==> src/design/boot_cmd_params.svh <==
// Constants for the boot-loader command handler
`ifndef BOOT_CMD_PARAMS_SVH
`define BOOT_CMD_PARAMS_SVH

// ****************************************
// Command codes
// ****************************************
`define CMD_UNLOCK 8'hE0
`define CMD_CAPABILITY 8'hE4
`define CMD_STATUS 8'hE5
`define CMD_CONTROL 8'hE6
`define CMD_DATA 8'hE7
`define CMD_PRODUCT 8'hE8

// ****************************************
// Control actions and keys
// ****************************************
`define ACT_ENTER 8'h01
`define ACT_ERASE 8'h02
`define ACT_DONE 8'h03
`define ACT_EXIT 8'h04
`define UNLOCK_KEY 32'h55504744
`define SEL_BOOST 8'h70
`define SEL_SECONDARY 8'h73
`define SEL_INTERFACE 8'h69

// ****************************************
// Write frame byte positions (address byte is 0)
// ****************************************
`define IDX_CMD 9'h001
`define IDX_SEL 9'h002
`define IDX_SEQ_HI 9'h004
`define IDX_COUNT 9'h005
`define IDX_DATA 9'h006
`define IDX_CTRL_PEC 9'h004
`define IDX_KEY_PEC 9'h007

// ****************************************
// Read answer lengths and positions
// ****************************************
`define CAP_COUNT 8'h07
`define SEQ_COUNT 8'h03
`define PROD_COUNT 8'h0B
`define K_CAP_PEC 4'h8
`define K_STAT_PEC 4'h1
`define K_SEQ_PEC 4'h4
`define K_PROD_PEC 4'hC

// ****************************************
// Checks
// ****************************************
`define CRC8_POLY 8'h07
`define CRC16_POLY 16'h1021
`define CRC16_INIT 16'hFFFF

// ****************************************
// APB map and reset values
// ****************************************
`define OFS_CTRL 8'h00
`define OFS_CAP 8'h04
`define OFS_DUR 8'h08
`define OFS_STAT 8'h0C
`define CTRL_MAIN_BIT 8
`define SADDR_RST 7'h58
`define MAX_LEN_RST 8'h20
`define ERASE_DUR_RST 16'h03E8
`define WRITE_DUR_RST 16'h01F4

`endif

==> src/design/boot_cmd_pkg.sv <==
// Types for the boot-loader command handler
package boot_cmd_pkg;

   typedef enum logic [2:0] {
      ST_IDLE, ST_RX, ST_ACK, ST_ACKD, ST_TX, ST_TXACK, ST_TXHOLD
   } link_st_type;

   typedef struct packed {
      link_st_type st;
      logic [1:0] scl_s;
      logic [1:0] sda_s;
      logic scl_q;
      logic sda_q;
      logic in_frame;
      logic [3:0] bitcnt;
      logic [7:0] shreg;
      logic [7:0] txb;
      logic [8:0] idx;
      logic rd;
      logic [3:0] k;
      logic [7:0] cmd;
      logic [7:0] sel;
      logic [7:0] n;
      logic [31:0] arg;
      logic [15:0] seq_in;
      logic [7:0] crc8;
      logic [15:0] w_crc;
      logic [7:0] w_h0;
      logic [7:0] w_h1;
      logic [15:0] w_cnt;
      logic [15:0] c_crc;
      logic [7:0] c_h0;
      logic [7:0] c_h1;
      logic [15:0] c_cnt;
      logic [15:0] seq;
      logic unlocked;
      logic in_boot;
      logic erased;
      logic app_ok;
      logic error;
      logic app_run;
      logic main_out;
      logic sda_oe;
      logic sda_low;
      logic [6:0] saddr;
      logic [7:0] max_len;
      logic [15:0] erase_duration;
      logic [15:0] packet_write_duration;
      logic [31:0] prdata;
      logic pready;
      logic pslverr;
   } state_type;

endpackage

==> src/design/boot_cmd_handler.sv <==
// Boot-loader command handler: SMBus slave with PEC and APB configuration
//
// The placing of the registers and the APB slave port were decided locally.
`timescale 1ns/10ps
`include "boot_cmd_params.svh"

// Operation
// - Capability read answers count 7, max length, durations, image CRC, PEC
// - Erase duration in ms, packet write duration in us, 16-bit little endian
// - Status read answers one status byte followed by PEC
// - Status: 0 available, 0x08 bad address, 0x40 downstream, 0x80 in boot
// - Control action: 1 enter, 2 erase, 3 done, 4 exit
// - Selector ignored for enter and exit actions
// - Entering the upgrade switches the main output off
// - After erase the status reads 0x81
// - Data write: selector, 16-bit sequence, count, data, PEC; first is zero
// - Accepted packet increments sequence; read returns 3, sequence, status, PEC
// - Done computes CRC-16 over image and compares with its last two bytes
// - After done, status reads 0x80 when the checksum is valid
// - Exit hands control to the application; status then reads 0x00
// - Any reprogramming error keeps the device in the boot loader
// - Product code read answers count 11, eleven bytes, PEC
// - Upgrade commands stay locked until the four-character key arrives
// - Selector letters p, s, i name boost, secondary, interface processors
module boot_cmd_handler #(
   parameter logic [87:0] PRODUCT_CODE = 88'h30_31_32_33_34_35_36_37_38_39_41, // Arbitrary value
   parameter int MAX_LEN_RESET = 32
) (
   input wire logic pclk,
   input wire logic presetn,
   input wire logic psel,
   input wire logic penable,
   input wire logic pwrite,
   input wire logic [7:0] paddr,
   input wire logic [31:0] pwdata,
   output logic [31:0] prdata,
   output logic pready,
   output logic pslverr,
   input wire logic scl_in,
   input wire logic sda_in,
   output logic sda_out,
   output logic sda_oe,
   output logic main_out_en,
   output logic app_run
);
   import boot_cmd_pkg::*;

   if (MAX_LEN_RESET < 1 || MAX_LEN_RESET > 255) begin : g_chk
      $error("MAX_LEN_RESET must lie in 1..255");
   end

   // ****************************************
   // Arithmetic
   // ****************************************
   function automatic logic [7:0] crc8_f(input logic [7:0] c, input logic [7:0] d);
      logic [7:0] x;
      x = c ^ d;
      for (int i = 0; i < 8; i++) begin
         x = x[7] ? ((x << 1) ^ `CRC8_POLY) : (x << 1);
      end
      return x;
   endfunction

   function automatic logic [15:0] crc16_f(input logic [15:0] c, input logic [7:0] d);
      logic [15:0] x;
      x = c ^ {d, 8'h00};
      for (int i = 0; i < 8; i++) begin
         x = x[15] ? ((x << 1) ^ `CRC16_POLY) : (x << 1);
      end
      return x;
   endfunction

   function automatic logic [7:0] resp_f(input state_type s, input logic [3:0] k, input logic [7:0] st);
      logic [7:0] b;
      b = 8'hFF;
      case (s.cmd)
         `CMD_CAPABILITY: begin
            case (k)
               4'h0: b = `CAP_COUNT;
               4'h1: b = s.max_len;
               4'h2: b = s.erase_duration[7:0];
               4'h3: b = s.erase_duration[15:8];
               4'h4: b = s.packet_write_duration[7:0];
               4'h5: b = s.packet_write_duration[15:8];
               4'h6: b = s.c_crc[7:0];
               4'h7: b = s.c_crc[15:8];
               `K_CAP_PEC: b = s.crc8;
               default: b = 8'hFF;
            endcase
         end
         `CMD_STATUS: begin
            b = (k == 4'h0) ? st : ((k == `K_STAT_PEC) ? s.crc8 : 8'hFF);
         end
         `CMD_DATA: begin
            case (k)
               4'h0: b = `SEQ_COUNT;
               4'h1: b = s.seq[7:0];
               4'h2: b = s.seq[15:8];
               4'h3: b = st;
               `K_SEQ_PEC: b = s.crc8;
               default: b = 8'hFF;
            endcase
         end
         `CMD_PRODUCT: begin
            if (k == 4'h0) begin
               b = `PROD_COUNT;
            end else if (k < `K_PROD_PEC) begin
               b = PRODUCT_CODE[8 * (11 - int'(k)) +: 8];
            end else if (k == `K_PROD_PEC) begin
               b = s.crc8;
            end
         end
         default: b = 8'hFF;
      endcase
      return b;
   endfunction

   state_type r;
   state_type n;
   logic [7:0] status_byte;
   logic ev_enter;
   logic ev_erase;
   logic ev_done_ok;
   logic ev_exit;
   logic ev_commit;
   logic ev_load0;

   // ****************************************
   // Next state
   // ****************************************
   always_comb begin
      logic scl;
      logic sda;
      logic rise;
      logic fall;
      logic [7:0] b;
      logic pec_ok;
      logic sel_ok;
      logic bad_addr;
      scl = r.scl_s[1];
      sda = r.sda_s[1];
      rise = scl & ~r.scl_q;
      fall = ~scl & r.scl_q;
      b = {r.shreg[6:0], sda};
      pec_ok = (crc8_f(r.crc8, b) == 8'h00);
      sel_ok = (r.sel == `SEL_BOOST) || (r.sel == `SEL_SECONDARY) || (r.sel == `SEL_INTERFACE);
      bad_addr = (paddr[1:0] != 2'b00) || (paddr > `OFS_STAT);
      status_byte = {r.in_boot, r.sel == `SEL_INTERFACE, 2'b00, ~sel_ok, 2'b00, r.erased};
      n = r;
      ev_enter = 1'b0;
      ev_erase = 1'b0;
      ev_done_ok = 1'b0;
      ev_exit = 1'b0;
      ev_commit = 1'b0;
      ev_load0 = 1'b0;
      n.scl_s = {r.scl_s[0], scl_in};
      n.sda_s = {r.sda_s[0], sda_in};
      n.scl_q = scl;
      n.sda_q = sda;
      if (scl && r.scl_q && !sda && r.sda_q) begin
         // Repeated start keeps the running PEC across the direction change
         n.st = ST_RX;
         n.bitcnt = 4'h0;
         n.idx = 9'h000;
         n.sda_oe = 1'b0;
         n.in_frame = 1'b1;
         if (!r.in_frame) begin
            n.crc8 = 8'h00;
         end
      end else if (scl && r.scl_q && sda && !r.sda_q) begin
         n.st = ST_IDLE;
         n.in_frame = 1'b0;
         n.sda_oe = 1'b0;
      end else begin
         case (r.st)
            ST_RX: begin
               if (rise) begin
                  n.shreg = b;
                  n.bitcnt = r.bitcnt + 4'h1;
                  if (r.bitcnt == 4'h7) begin
                     n.crc8 = crc8_f(r.crc8, b);
                     n.idx = r.idx + 9'h001;
                     n.arg = {r.arg[23:0], b};
                     n.st = ST_ACK;
                     if (r.idx == 9'h000) begin
                        n.rd = b[0];
                        n.k = 4'h0;
                        if (b[7:1] != r.saddr) begin
                           n.st = ST_IDLE;
                           n.in_frame = 1'b0;
                        end
                     end else if (r.idx == `IDX_CMD) begin
                        n.cmd = b;
                     end else if (r.idx == `IDX_SEL && r.cmd != `CMD_UNLOCK) begin
                        n.sel = b;
                     end else if (r.cmd == `CMD_UNLOCK) begin
                        if (r.idx == `IDX_KEY_PEC && pec_ok && r.arg == `UNLOCK_KEY) begin
                           n.unlocked = 1'b1;
                        end
                     end else if (r.cmd == `CMD_CONTROL) begin
                        if (r.idx == `IDX_CTRL_PEC && pec_ok && r.unlocked) begin
                           case (r.arg[7:0])
                              `ACT_ENTER: begin
                                 ev_enter = 1'b1;
                                 n.in_boot = 1'b1;
                                 n.app_run = 1'b0;
                                 n.main_out = 1'b0;
                              end
                              `ACT_ERASE: begin
                                 if (r.in_boot && sel_ok) begin
                                    ev_erase = 1'b1;
                                    n.erased = 1'b1;
                                    n.app_ok = 1'b0;
                                    n.error = 1'b0;
                                    n.seq = 16'h0000;
                                    n.c_crc = `CRC16_INIT;
                                    n.c_cnt = 16'h0000;
                                    n.c_h0 = 8'h00;
                                    n.c_h1 = 8'h00;
                                 end
                              end
                              `ACT_DONE: begin
                                 if (r.c_cnt >= 16'h0002 && r.c_crc == {r.c_h1, r.c_h0} && !r.error) begin
                                    ev_done_ok = 1'b1;
                                    n.erased = 1'b0;
                                    n.app_ok = 1'b1;
                                 end else begin
                                    n.error = 1'b1;
                                 end
                              end
                              `ACT_EXIT: begin
                                 if (r.app_ok && !r.error) begin
                                    ev_exit = 1'b1;
                                    n.in_boot = 1'b0;
                                    n.app_run = 1'b1;
                                 end
                              end
                              default: n.error = r.error;
                           endcase
                        end
                     end else if (r.cmd == `CMD_DATA) begin
                        if (r.idx == `IDX_SEQ_HI) begin
                           n.seq_in = {b, r.arg[7:0]};
                        end else if (r.idx == `IDX_COUNT) begin
                           n.n = b;
                           n.w_crc = r.c_crc;
                           n.w_h0 = r.c_h0;
                           n.w_h1 = r.c_h1;
                           n.w_cnt = r.c_cnt;
                        end else if (r.idx < `IDX_DATA + {1'b0, r.n}) begin
                           // Trailing two bytes are held back: they are the image checksum
                           if (r.w_cnt >= 16'h0002) begin
                              n.w_crc = crc16_f(r.w_crc, r.w_h1);
                           end
                           n.w_h1 = r.w_h0;
                           n.w_h0 = b;
                           n.w_cnt = r.w_cnt + 16'h0001;
                        end else if (r.idx == `IDX_DATA + {1'b0, r.n} && pec_ok) begin
                           if (r.unlocked && r.in_boot && r.erased && r.seq_in == r.seq
                               && r.n != 8'h00 && r.n <= r.max_len) begin
                              ev_commit = 1'b1;
                              n.c_crc = r.w_crc;
                              n.c_h0 = r.w_h0;
                              n.c_h1 = r.w_h1;
                              n.c_cnt = r.w_cnt;
                              n.seq = r.seq + 16'h0001;
                           end else begin
                              n.error = 1'b1;
                           end
                        end
                     end
                  end
               end
            end
            ST_ACK: begin
               if (fall) begin
                  n.sda_oe = 1'b1;
                  n.st = ST_ACKD;
               end
            end
            ST_ACKD: begin
               if (fall) begin
                  n.bitcnt = 4'h0;
                  if (r.rd) begin
                     ev_load0 = 1'b1;
                     n.txb = resp_f(r, 4'h0, status_byte);
                     n.sda_oe = ~n.txb[7];
                     n.st = ST_TX;
                  end else begin
                     n.sda_oe = 1'b0;
                     n.st = ST_RX;
                  end
               end
            end
            ST_TX: begin
               if (rise) begin
                  n.bitcnt = r.bitcnt + 4'h1;
               end else if (fall) begin
                  if (r.bitcnt == 4'h8) begin
                     n.sda_oe = 1'b0;
                     n.crc8 = crc8_f(r.crc8, r.txb);
                     n.st = ST_TXACK;
                  end else begin
                     n.sda_oe = ~r.txb[3'(4'h7 - r.bitcnt)];
                  end
               end
            end
            ST_TXACK: begin
               if (rise) begin
                  if (sda) begin
                     n.st = ST_IDLE;
                  end else begin
                     n.k = r.k + 4'h1;
                     n.txb = resp_f(r, r.k + 4'h1, status_byte);
                     n.st = ST_TXHOLD;
                  end
               end
            end
            ST_TXHOLD: begin
               if (fall) begin
                  n.sda_oe = ~r.txb[7];
                  n.bitcnt = 4'h0;
                  n.st = ST_TX;
               end
            end
            default: n.st = ST_IDLE;
         endcase
      end

      // APB slave: answer in the second access cycle
      n.pready = psel & penable & ~r.pready;
      n.pslverr = psel & penable & ~r.pready & bad_addr;
      if (psel && !penable) begin
         case (paddr)
            `OFS_CTRL: n.prdata = {23'h000000, r.main_out, 1'b0, r.saddr};
            `OFS_CAP: n.prdata = {24'h000000, r.max_len};
            `OFS_DUR: n.prdata = {r.packet_write_duration, r.erase_duration};
            `OFS_STAT: n.prdata = {5'h00, r.error, r.app_run, r.unlocked, r.seq, status_byte};
            default: n.prdata = 32'h00000000;
         endcase
      end
      if (psel && penable && r.pready && pwrite) begin
         case (paddr)
            `OFS_CTRL: begin
               n.saddr = pwdata[6:0];
               // Boot loader keeps the main output off while it owns the processor
               n.main_out = pwdata[`CTRL_MAIN_BIT] & ~r.in_boot & ~ev_enter;
            end
            `OFS_CAP: n.max_len = pwdata[7:0];
            `OFS_DUR: begin
               n.erase_duration = pwdata[15:0];
               n.packet_write_duration = pwdata[31:16];
            end
            default: n.saddr = r.saddr;
         endcase
      end
   end

   // ****************************************
   // State register
   // ****************************************
   always_ff @(posedge pclk or negedge presetn) begin
      if (!presetn) begin
         r <= '0;
         r.scl_s <= 2'b11;
         r.sda_s <= 2'b11;
         r.scl_q <= 1'b1;
         r.sda_q <= 1'b1;
         r.c_crc <= `CRC16_INIT;
         r.w_crc <= `CRC16_INIT;
         r.app_run <= 1'b1;
         r.saddr <= `SADDR_RST;
         r.max_len <= 8'(MAX_LEN_RESET);
         r.erase_duration <= `ERASE_DUR_RST;
         r.packet_write_duration <= `WRITE_DUR_RST;
      end else begin
         r <= n;
      end
   end

   assign prdata = r.prdata;
   assign pready = r.pready;
   assign pslverr = r.pslverr;
   assign sda_out = r.sda_low;
   assign sda_oe = r.sda_oe;
   assign main_out_en = r.main_out;
   assign app_run = r.app_run;
endmodule // boot_cmd_handler

==> config.mk <==
export PLATFORM = sky130hd
export DESIGN_NAME = boot_cmd_handler
export DESIGN_NICKNAME = d
export VERILOG_FILES = /design/src/design/boot_cmd_pkg.sv /design/src/design/boot_cmd_handler.sv
export VERILOG_INCLUDE_DIRS = /design/src /design/src/design
export SDC_FILE = /design/constraint.sdc
export NUM_CORES = 1
export LEC_CHECK = 0
export ABC_AREA = 0
export BUFFER_PORTS_ARGS = -buffer_cell sky130_fd_sc_hd__buf_2
export CAP_MARGIN = 20
export CELL_PAD_IN_SITES_DETAIL_PLACEMENT = 1
export CELL_PAD_IN_SITES_GLOBAL_PLACEMENT = 1
export CORE_UTILIZATION = 49
export DETAILED_ROUTE_END_ITERATION = 12
export PLACE_DENSITY_LB_ADDON = 0.08
export SYNTH_ARGS = -nofsm -noshare
export SYNTH_HDL_FRONTEND = slang
export SYNTH_SLANG_ARGS = --single-unit
==> constraint.sdc <==
create_clock -name pclk -period 4.05 [get_ports pclk]
set_input_delay 0.405 -clock pclk [delete_from_list [all_inputs] [get_ports pclk]]
set_output_delay 0.405 -clock pclk [all_outputs]
set_load 0.05 [all_outputs]
==> results.yml, run 1 <==
clock_network:
  cts_buffers: 38
  cts.reportedPaths.clkPinSlew_ps: 60
  cts_max_level: 2
  clockBufferDepth: 3
  worstSkewPairLatency_ps: 560
  cts-root-buf: "clkbuf_16"
  cts_tree: "built"
  cts_sinks: 324
  cts_setup_buffers: 0
routing:
  wirelength_um: 59400
  drtAntennaViolNets: 0
  avgRoutedWirePerCell_um: 24.6
  drcViolationCount: 0
  first_iter_violations: 1001
  dr.pass1.iters: 5
  viasPerCell: 6.18
  vias: 14900
die:
  io_pins: 85
  fp.dieArea_um2: 38400
  die_w_um: 196
  core_um2: 36800
  row_count: 70
  initial_core_util_pct: 50.1
  die_h_um: 196
placement:
  io_buffers: 83
  place.gp.congestion: 0.972
  place_area_um2: 19100
  dpl.hpwl_um: 41900
  numPlacedInstances: 2340
grt:
  gr-usage-all-layers_pct: 32.0
  antenna_found_initial: 0
  grt-ovfl-total: 0
  grt_pass1_vias: 15800
  grt_max_degree: 103
  grt_pass1_wl_um: 94200
cells_and_area:
  drive_gt1_share_pct: 18.2
  area_growth_pct: 10.6
  mostFrequentLayoutCell: "nand2_1"
  post-route-util_pct: 55.4
  fin_cells: 2411
  nets: 1999
  antennaDiodeCount: 0
  final_cell_area_um2: 20400
  layout_common_cells: "nand2_1 (288), dfrtp_1 (269), o21ai_0 (126), mux2i_1 (91), a21oi_1 (86)"
timing:
  min_period_ps: 3830
  skew_ps: 15.0
  worst_pin_slew_ps: 919
  setup_violations: 0
  clock.fmax_mhz: 261
  hold_viol_final: 0
  final_max_slew_viol_count: 0
  max-slew-margin-rel_pct: 38.8
  timing.final.crit_share_pct: 94.5
worst_setup_path:
  required_ps: 4520
  critPathMaxStageDelay_ps: 530
  critPathKind: "register to register"
  cp_cell_sequence: "or2_2 > nand2_1 > xor2_1 > ha_1 > nand2_1 > or3_1 > or4_1 > a211oi_4 > nor2_4 > a211oi_4 > buf_12 > mux2i_1"
  critPathArrivalTime_ps: 4290
  critPathLaunchType: "register"
  slowest_stage: "or4_1"
  endpoint_kind: "register"
  critPathMaxFanout: 21
outcome:
  outcome: "complete, no violations"
yosys:
  async_flop_share_pct: 100
  synth_flop_cell: "dfrtp_1"
  synth_fp_nets: 1980
  syn_area_um2: 18400
  yosysWarnings: 0
  ys_types: 79
  synth_edf_count: 0
  yosysSeqAreaShare_pct: 44.3
  ys_seq_elements: 324
  postSynthAreaPerCell_um2: 9.72
  syn_inst: 1897
pwr:
  vdd_drop_max_uv: 289
  p_leak_nw: 9.11
  powerDensity_nw_per_um2: 387
  power.total_mw: 7.89
min_path:
  hold_class: "input port to register"
job:
  maxCapViolations: 0
[final cells by class]
| class | instances | area (um2) |
|---|---|---|
| clock buffer | 56 | 1120 |
| clock inverter | 11 | 111 |
| fill | 4117 | 16400 |
| inverter | 79 | 297 |
| multi-input combinational | 1340 | 9250 |
| sequential | 324 | 8180 |
| tap | 468 | 586 |
| timing repair buffer | 133 | 853 |
[state kept, by name (all words and copies together), names as in the netlist]
signal	cells
r	283
prdata	32
n	4
app_run	1
main_out_en	1
pready	1
pslverr	1
sda_oe	1
[through the flow]
stage                     hold slack, ps  TNS (ps)  setup WS [ps]
after detailed placement             348         0            246
after global placement               346         0            329
final                               78.7         0            223
after CTS                           65.6         0            209
after global routing                80.3     -1.23         -0.704
after floorplan                      109         0            629
[worst paths after layout]
path	startpoint	endpoint	slack, ps	cells past startpoint
max reg2reg	r[259]	r[124]	220	12
min	pwdata[28]	r[46]	80	2
max	r[259]	r[124]	220	12
min reg2reg	n[322]	n[318]	350	0
max in group asynchronous	presetn	r[142]	2460	3
min in group asynchronous	presetn	r[46]	490	2
[power by group]
part | internal (mW) | switching (mW)
combinational | 0.375 | 0.620
clock | 2.04 | 1.41
sequential | 3.30 | 0.149
[worst max-delay path, delay by kind of cell (launching register included)]
| family | cells | cell delay, ps |
|---|---|---|
| buffers and inverters | 1 | 280 |
| AND/OR/NAND/NOR | 6 | 1560 |
| XOR/XNOR | 1 | 80 |
| adder cells (fa/ha/maj) | 1 | 310 |
| AO/OA/AOI/OAI | 2 | 820 |
| flip-flops | 1 | 420 |
| multiplexers | 1 | 240 |
[timing repair]
| item | in CTS | in global routing |
|---|---|---|
| resized for setup | 0 | 4 |
| endpoints found under the hold margin | 89 | 0 |
| setup endpoints to repair | 0 | 20 |
| hold buffers | 3 | 0 |
[cells in the mapped netlist (33+ instances only)]
| cell type | instances | area, um2 |
|---|---|---|
| ha_1 | 36 | 450 |
| inv_1 | 79 | 297 |
| buf_4 | 41 | 308 |
| clkbuf_1 | 89 | 334 |
| mux2_1 | 34 | 383 |
| o21ai_0 | 126 | 631 |
| a22o_1 | 33 | 289 |
| a21oi_1 | 86 | 430 |
| mux2i_1 | 91 | 911 |
| dfstp_2 | 55 | 1450 |
| nand2_1 | 288 | 1080 |
| mux2_2 | 76 | 856 |
| nor2_1 | 80 | 300 |
| dfrtp_1 | 269 | 6730 |
| xor2_1 | 50 | 438 |
| nand3_1 | 34 | 170 |
| xnor2_1 | 59 | 517 |
[metal layers]
layer | share of wire (%) | routed length [um] | up-vias | track usage (%)
met5 | 0 | 0 | - | 0
met4 | 3.2 | 1920 | 0 | 10.6
met3 | 4.3 | 2560 | 106 | 4.19
met2 | 48 | 28500 | 392 | 52.9
met1 | 44 | 26400 | 7686 | 43.4
li1 | - | - | 6720 | -
[cells by family (layout without fill, tap and decap cells)]
group | count (synthesis) | in the layout | synth area share (%)
other | 1 | 1 | 0.0203
muxes | 205 | 205 | 12.1
adders and majority gates | 37 | 37 | 2.50
AOI/OAI and AO/OA | 390 | 390 | 13.5
and+or+nand+nor | 590 | 590 | 15.4
buffers and inverters | 233 | 279 | 5.79
DFF | 324 | 324 | 44.3
xor gates and xnor gates | 117 | 117 | 6.37
Note: power is estimated with default switching activity, not from simulation.
==> run 2: changes to the inputs <==
--- a/config.mk
+++ b/config.mk
@@ -14,6 +14,7 @@
 export CORE_UTILIZATION = 49
 export DETAILED_ROUTE_END_ITERATION = 12
 export PLACE_DENSITY_LB_ADDON = 0.08
+export REMOVE_ABC_BUFFERS = 1
 export SYNTH_ARGS = -nofsm -noshare
 export SYNTH_HDL_FRONTEND = slang
 export SYNTH_SLANG_ARGS = --single-unit
==> constraint.sdc (replaced) <==
create_clock -name pclk -period 4.05 [get_ports pclk]
set_input_delay 0.405 -clock pclk [delete_from_list [all_inputs] [get_ports pclk]]
set_output_delay 0.405 -clock pclk [all_outputs]
set_load 0.005 [all_outputs]
==> results.yml, run 2 (synthesis results as in run 1) <==
outcome:
  outcome: "complete, no violations"
timing:
  setup_ws_ps: 206
  rsz0062_at_grt: "false"
  setup_violations: 0
  timing.final.crit_share_pct: 94.9
  worst_pin_slew_ps: 1120
  max-slew-margin-rel_pct: 25.2
  clock.fmax_mhz: 260
  min_period_ps: 3840
  skew_ps: 26.4
  hold_viol_final: 0
  final_max_slew_viol_count: 0
routing:
  wl_met2_um: 28100
  m1WireLength_um: 25700
  wirelength_um: 58300
  dr.pass1.iters: 6
  wl_met3_um: 2550
  avgRoutedWirePerCell_um: 24.2
  top_layer: "met4"
  viasPerCell: 6.16
  first_iter_violations: 1072
  drtAntennaViolNets: 0
  vias: 14900
  drcViolationCount: 0
min_path:
  hold_class: "input port to register"
worst_setup_path:
  critPathMaxFanout: 17
  required_ps: 4500
  cp_cell_sequence: "or2_2 > nand2_1 > xor2_1 > ha_1 > nand2_1 > or3_1 > or4_1 > a211oi_2 > nor2_2 > or4_4 > o41ai_1"
  critPathKind: "register to register"
  slowest_stage: "or4_4"
  critPathArrivalTime_ps: 4300
  cp_common_cell: "nand2_1"
  endpoint_kind: "register"
  critPathLaunchType: "register"
  critPathMaxStageDelay_ps: 660
grt:
  antenna_found_initial: 0
  gr-usage-all-layers_pct: 31.2
  grt_pass1_vias: 15700
  grt-ovfl-total: 0
  grt_pass1_wl_um: 92600
  grt_max_degree: 122
pwr:
  vdd_drop_max_uv: 273
  p_leak_nw: 9.13
  powerDensity_nw_per_um2: 388
die:
  row_count: 70
  fp.dieArea_um2: 38400
  io_pins: 85
  die_h_um: 196
  core_um2: 36800
  initial_core_util_pct: 50.1
  die_w_um: 196
clock_network:
  cts-root-buf: "clkbuf_16"
  cts_tree: "built"
  cts_resized: 0
  cts.reportedPaths.clkPinSlew_ps: 60
  clockBufferDepth: 3
  cts_buffers: 38
  cts_setup_buffers: 0
  worstSkewPairLatency_ps: 570
  cts_max_level: 2
  cts_sinks: 324
cells_and_area:
  nets: 1999
  drive_gt1_share_pct: 18.4
  regMostFlops: "r"
  multi_input_area_um2: 9240
  final_cell_area_um2: 20400
  seq_area_um2: 8180
  largest_reg_flops: 283
  area_growth_pct: 10.8
  nFillCells: 4109
  antennaDiodeCount: 0
  fin_cells: 2414
  mostFrequentLayoutCell: "nand2_1"
  layout_common_cells: "nand2_1 (288), dfrtp_1 (269), o21ai_0 (126), mux2i_1 (91), a21oi_1 (86)"
job:
  maxCapViolations: 0
placement:
  dpl_worst_slack_ps: 190
  io_buffers: 83
  dpl.hpwl_um: 41000
  place.gp.congestion: 0.917
  place_area_um2: 19100
  numPlacedInstances: 2341
run 2: cell types whose count changed in the layout (fill, tap and decap cells not counted), sizes merged:
cell      change
clkbuf        +2
clkinv        -1
clkinvlp      +1
inv           +1
run 2: report_power, final:
part           total (mW)  leakage, nW  switching [mW]  internal [mW]
clock                3.53        0.630            1.44           2.10
combinational       0.949         4.22           0.574          0.375
sequential           3.44         4.28           0.139           3.30
total                7.92         9.13            2.15           5.77
run 2: worst paths after layout:
kind / to / startpoint / cells after the start / slack, ps
worst max-delay path: r[97] / r[259] / 11 / 210
worst min-delay path: r[62] / pwdata[12] / 2 / 60
worst max register to register: r[97] / r[259] / 11 / 210
worst min register to register: n[318] / n[322] / 0 / 360
max in group asynchronous: r[230] / presetn / 3 / 2450
min in group asynchronous: prdata[29] / presetn / 2 / 480
run 2: final cells by class:
| cell class | instances | share of cell area (%) |
|---|---|---|
| Clock buffer | 58 | 5.61 |
| Clock inverter | 12 | 0.673 |
| Inverter | 79 | 1.45 |
| Multi-Input combinational cell | 1340 | 45.2 |
| Sequential cell | 324 | 40.0 |
| Tap cell | 468 | 2.87 |
| Timing Repair Buffer | 133 | 4.20 |
run 2: per-stage QoR:
stage	utilization, %	TNS, ps	power [mW]	hold WS, ps
2_1_floorplan	-	-47470	3.98	109
3_3_place_gp	52.0	0	4.41	346
3_5_place_dp	52.0	0	4.43	357
4_1_cts	55.6	0	7.98	41.7
5_1_grt	55.6	0	8.17	57.8
6_report	55.6	0	7.92	64.4
run 2: timing repair:
action,CTS,global route
setup endpoints to repair,0,1
endpoints found under the hold margin,32,0
hold buffers,3,0
run 2: layer usage:
layer / track usage [%] / up-vias
li1: - / 6723
met1: 41.8 / 7683
met2: 51.6 / 378
met3: 4.64 / 98
met4: 11.2 / 0
met5: 0 / -
run 2: critical path: cells and delay by family (launching register included):
kind            cells  cell delay, ps
compound gates      2             670
flops               1             430
fa+ha+maj           1             310
simple gates        7            2250
xor+xnor            1              80
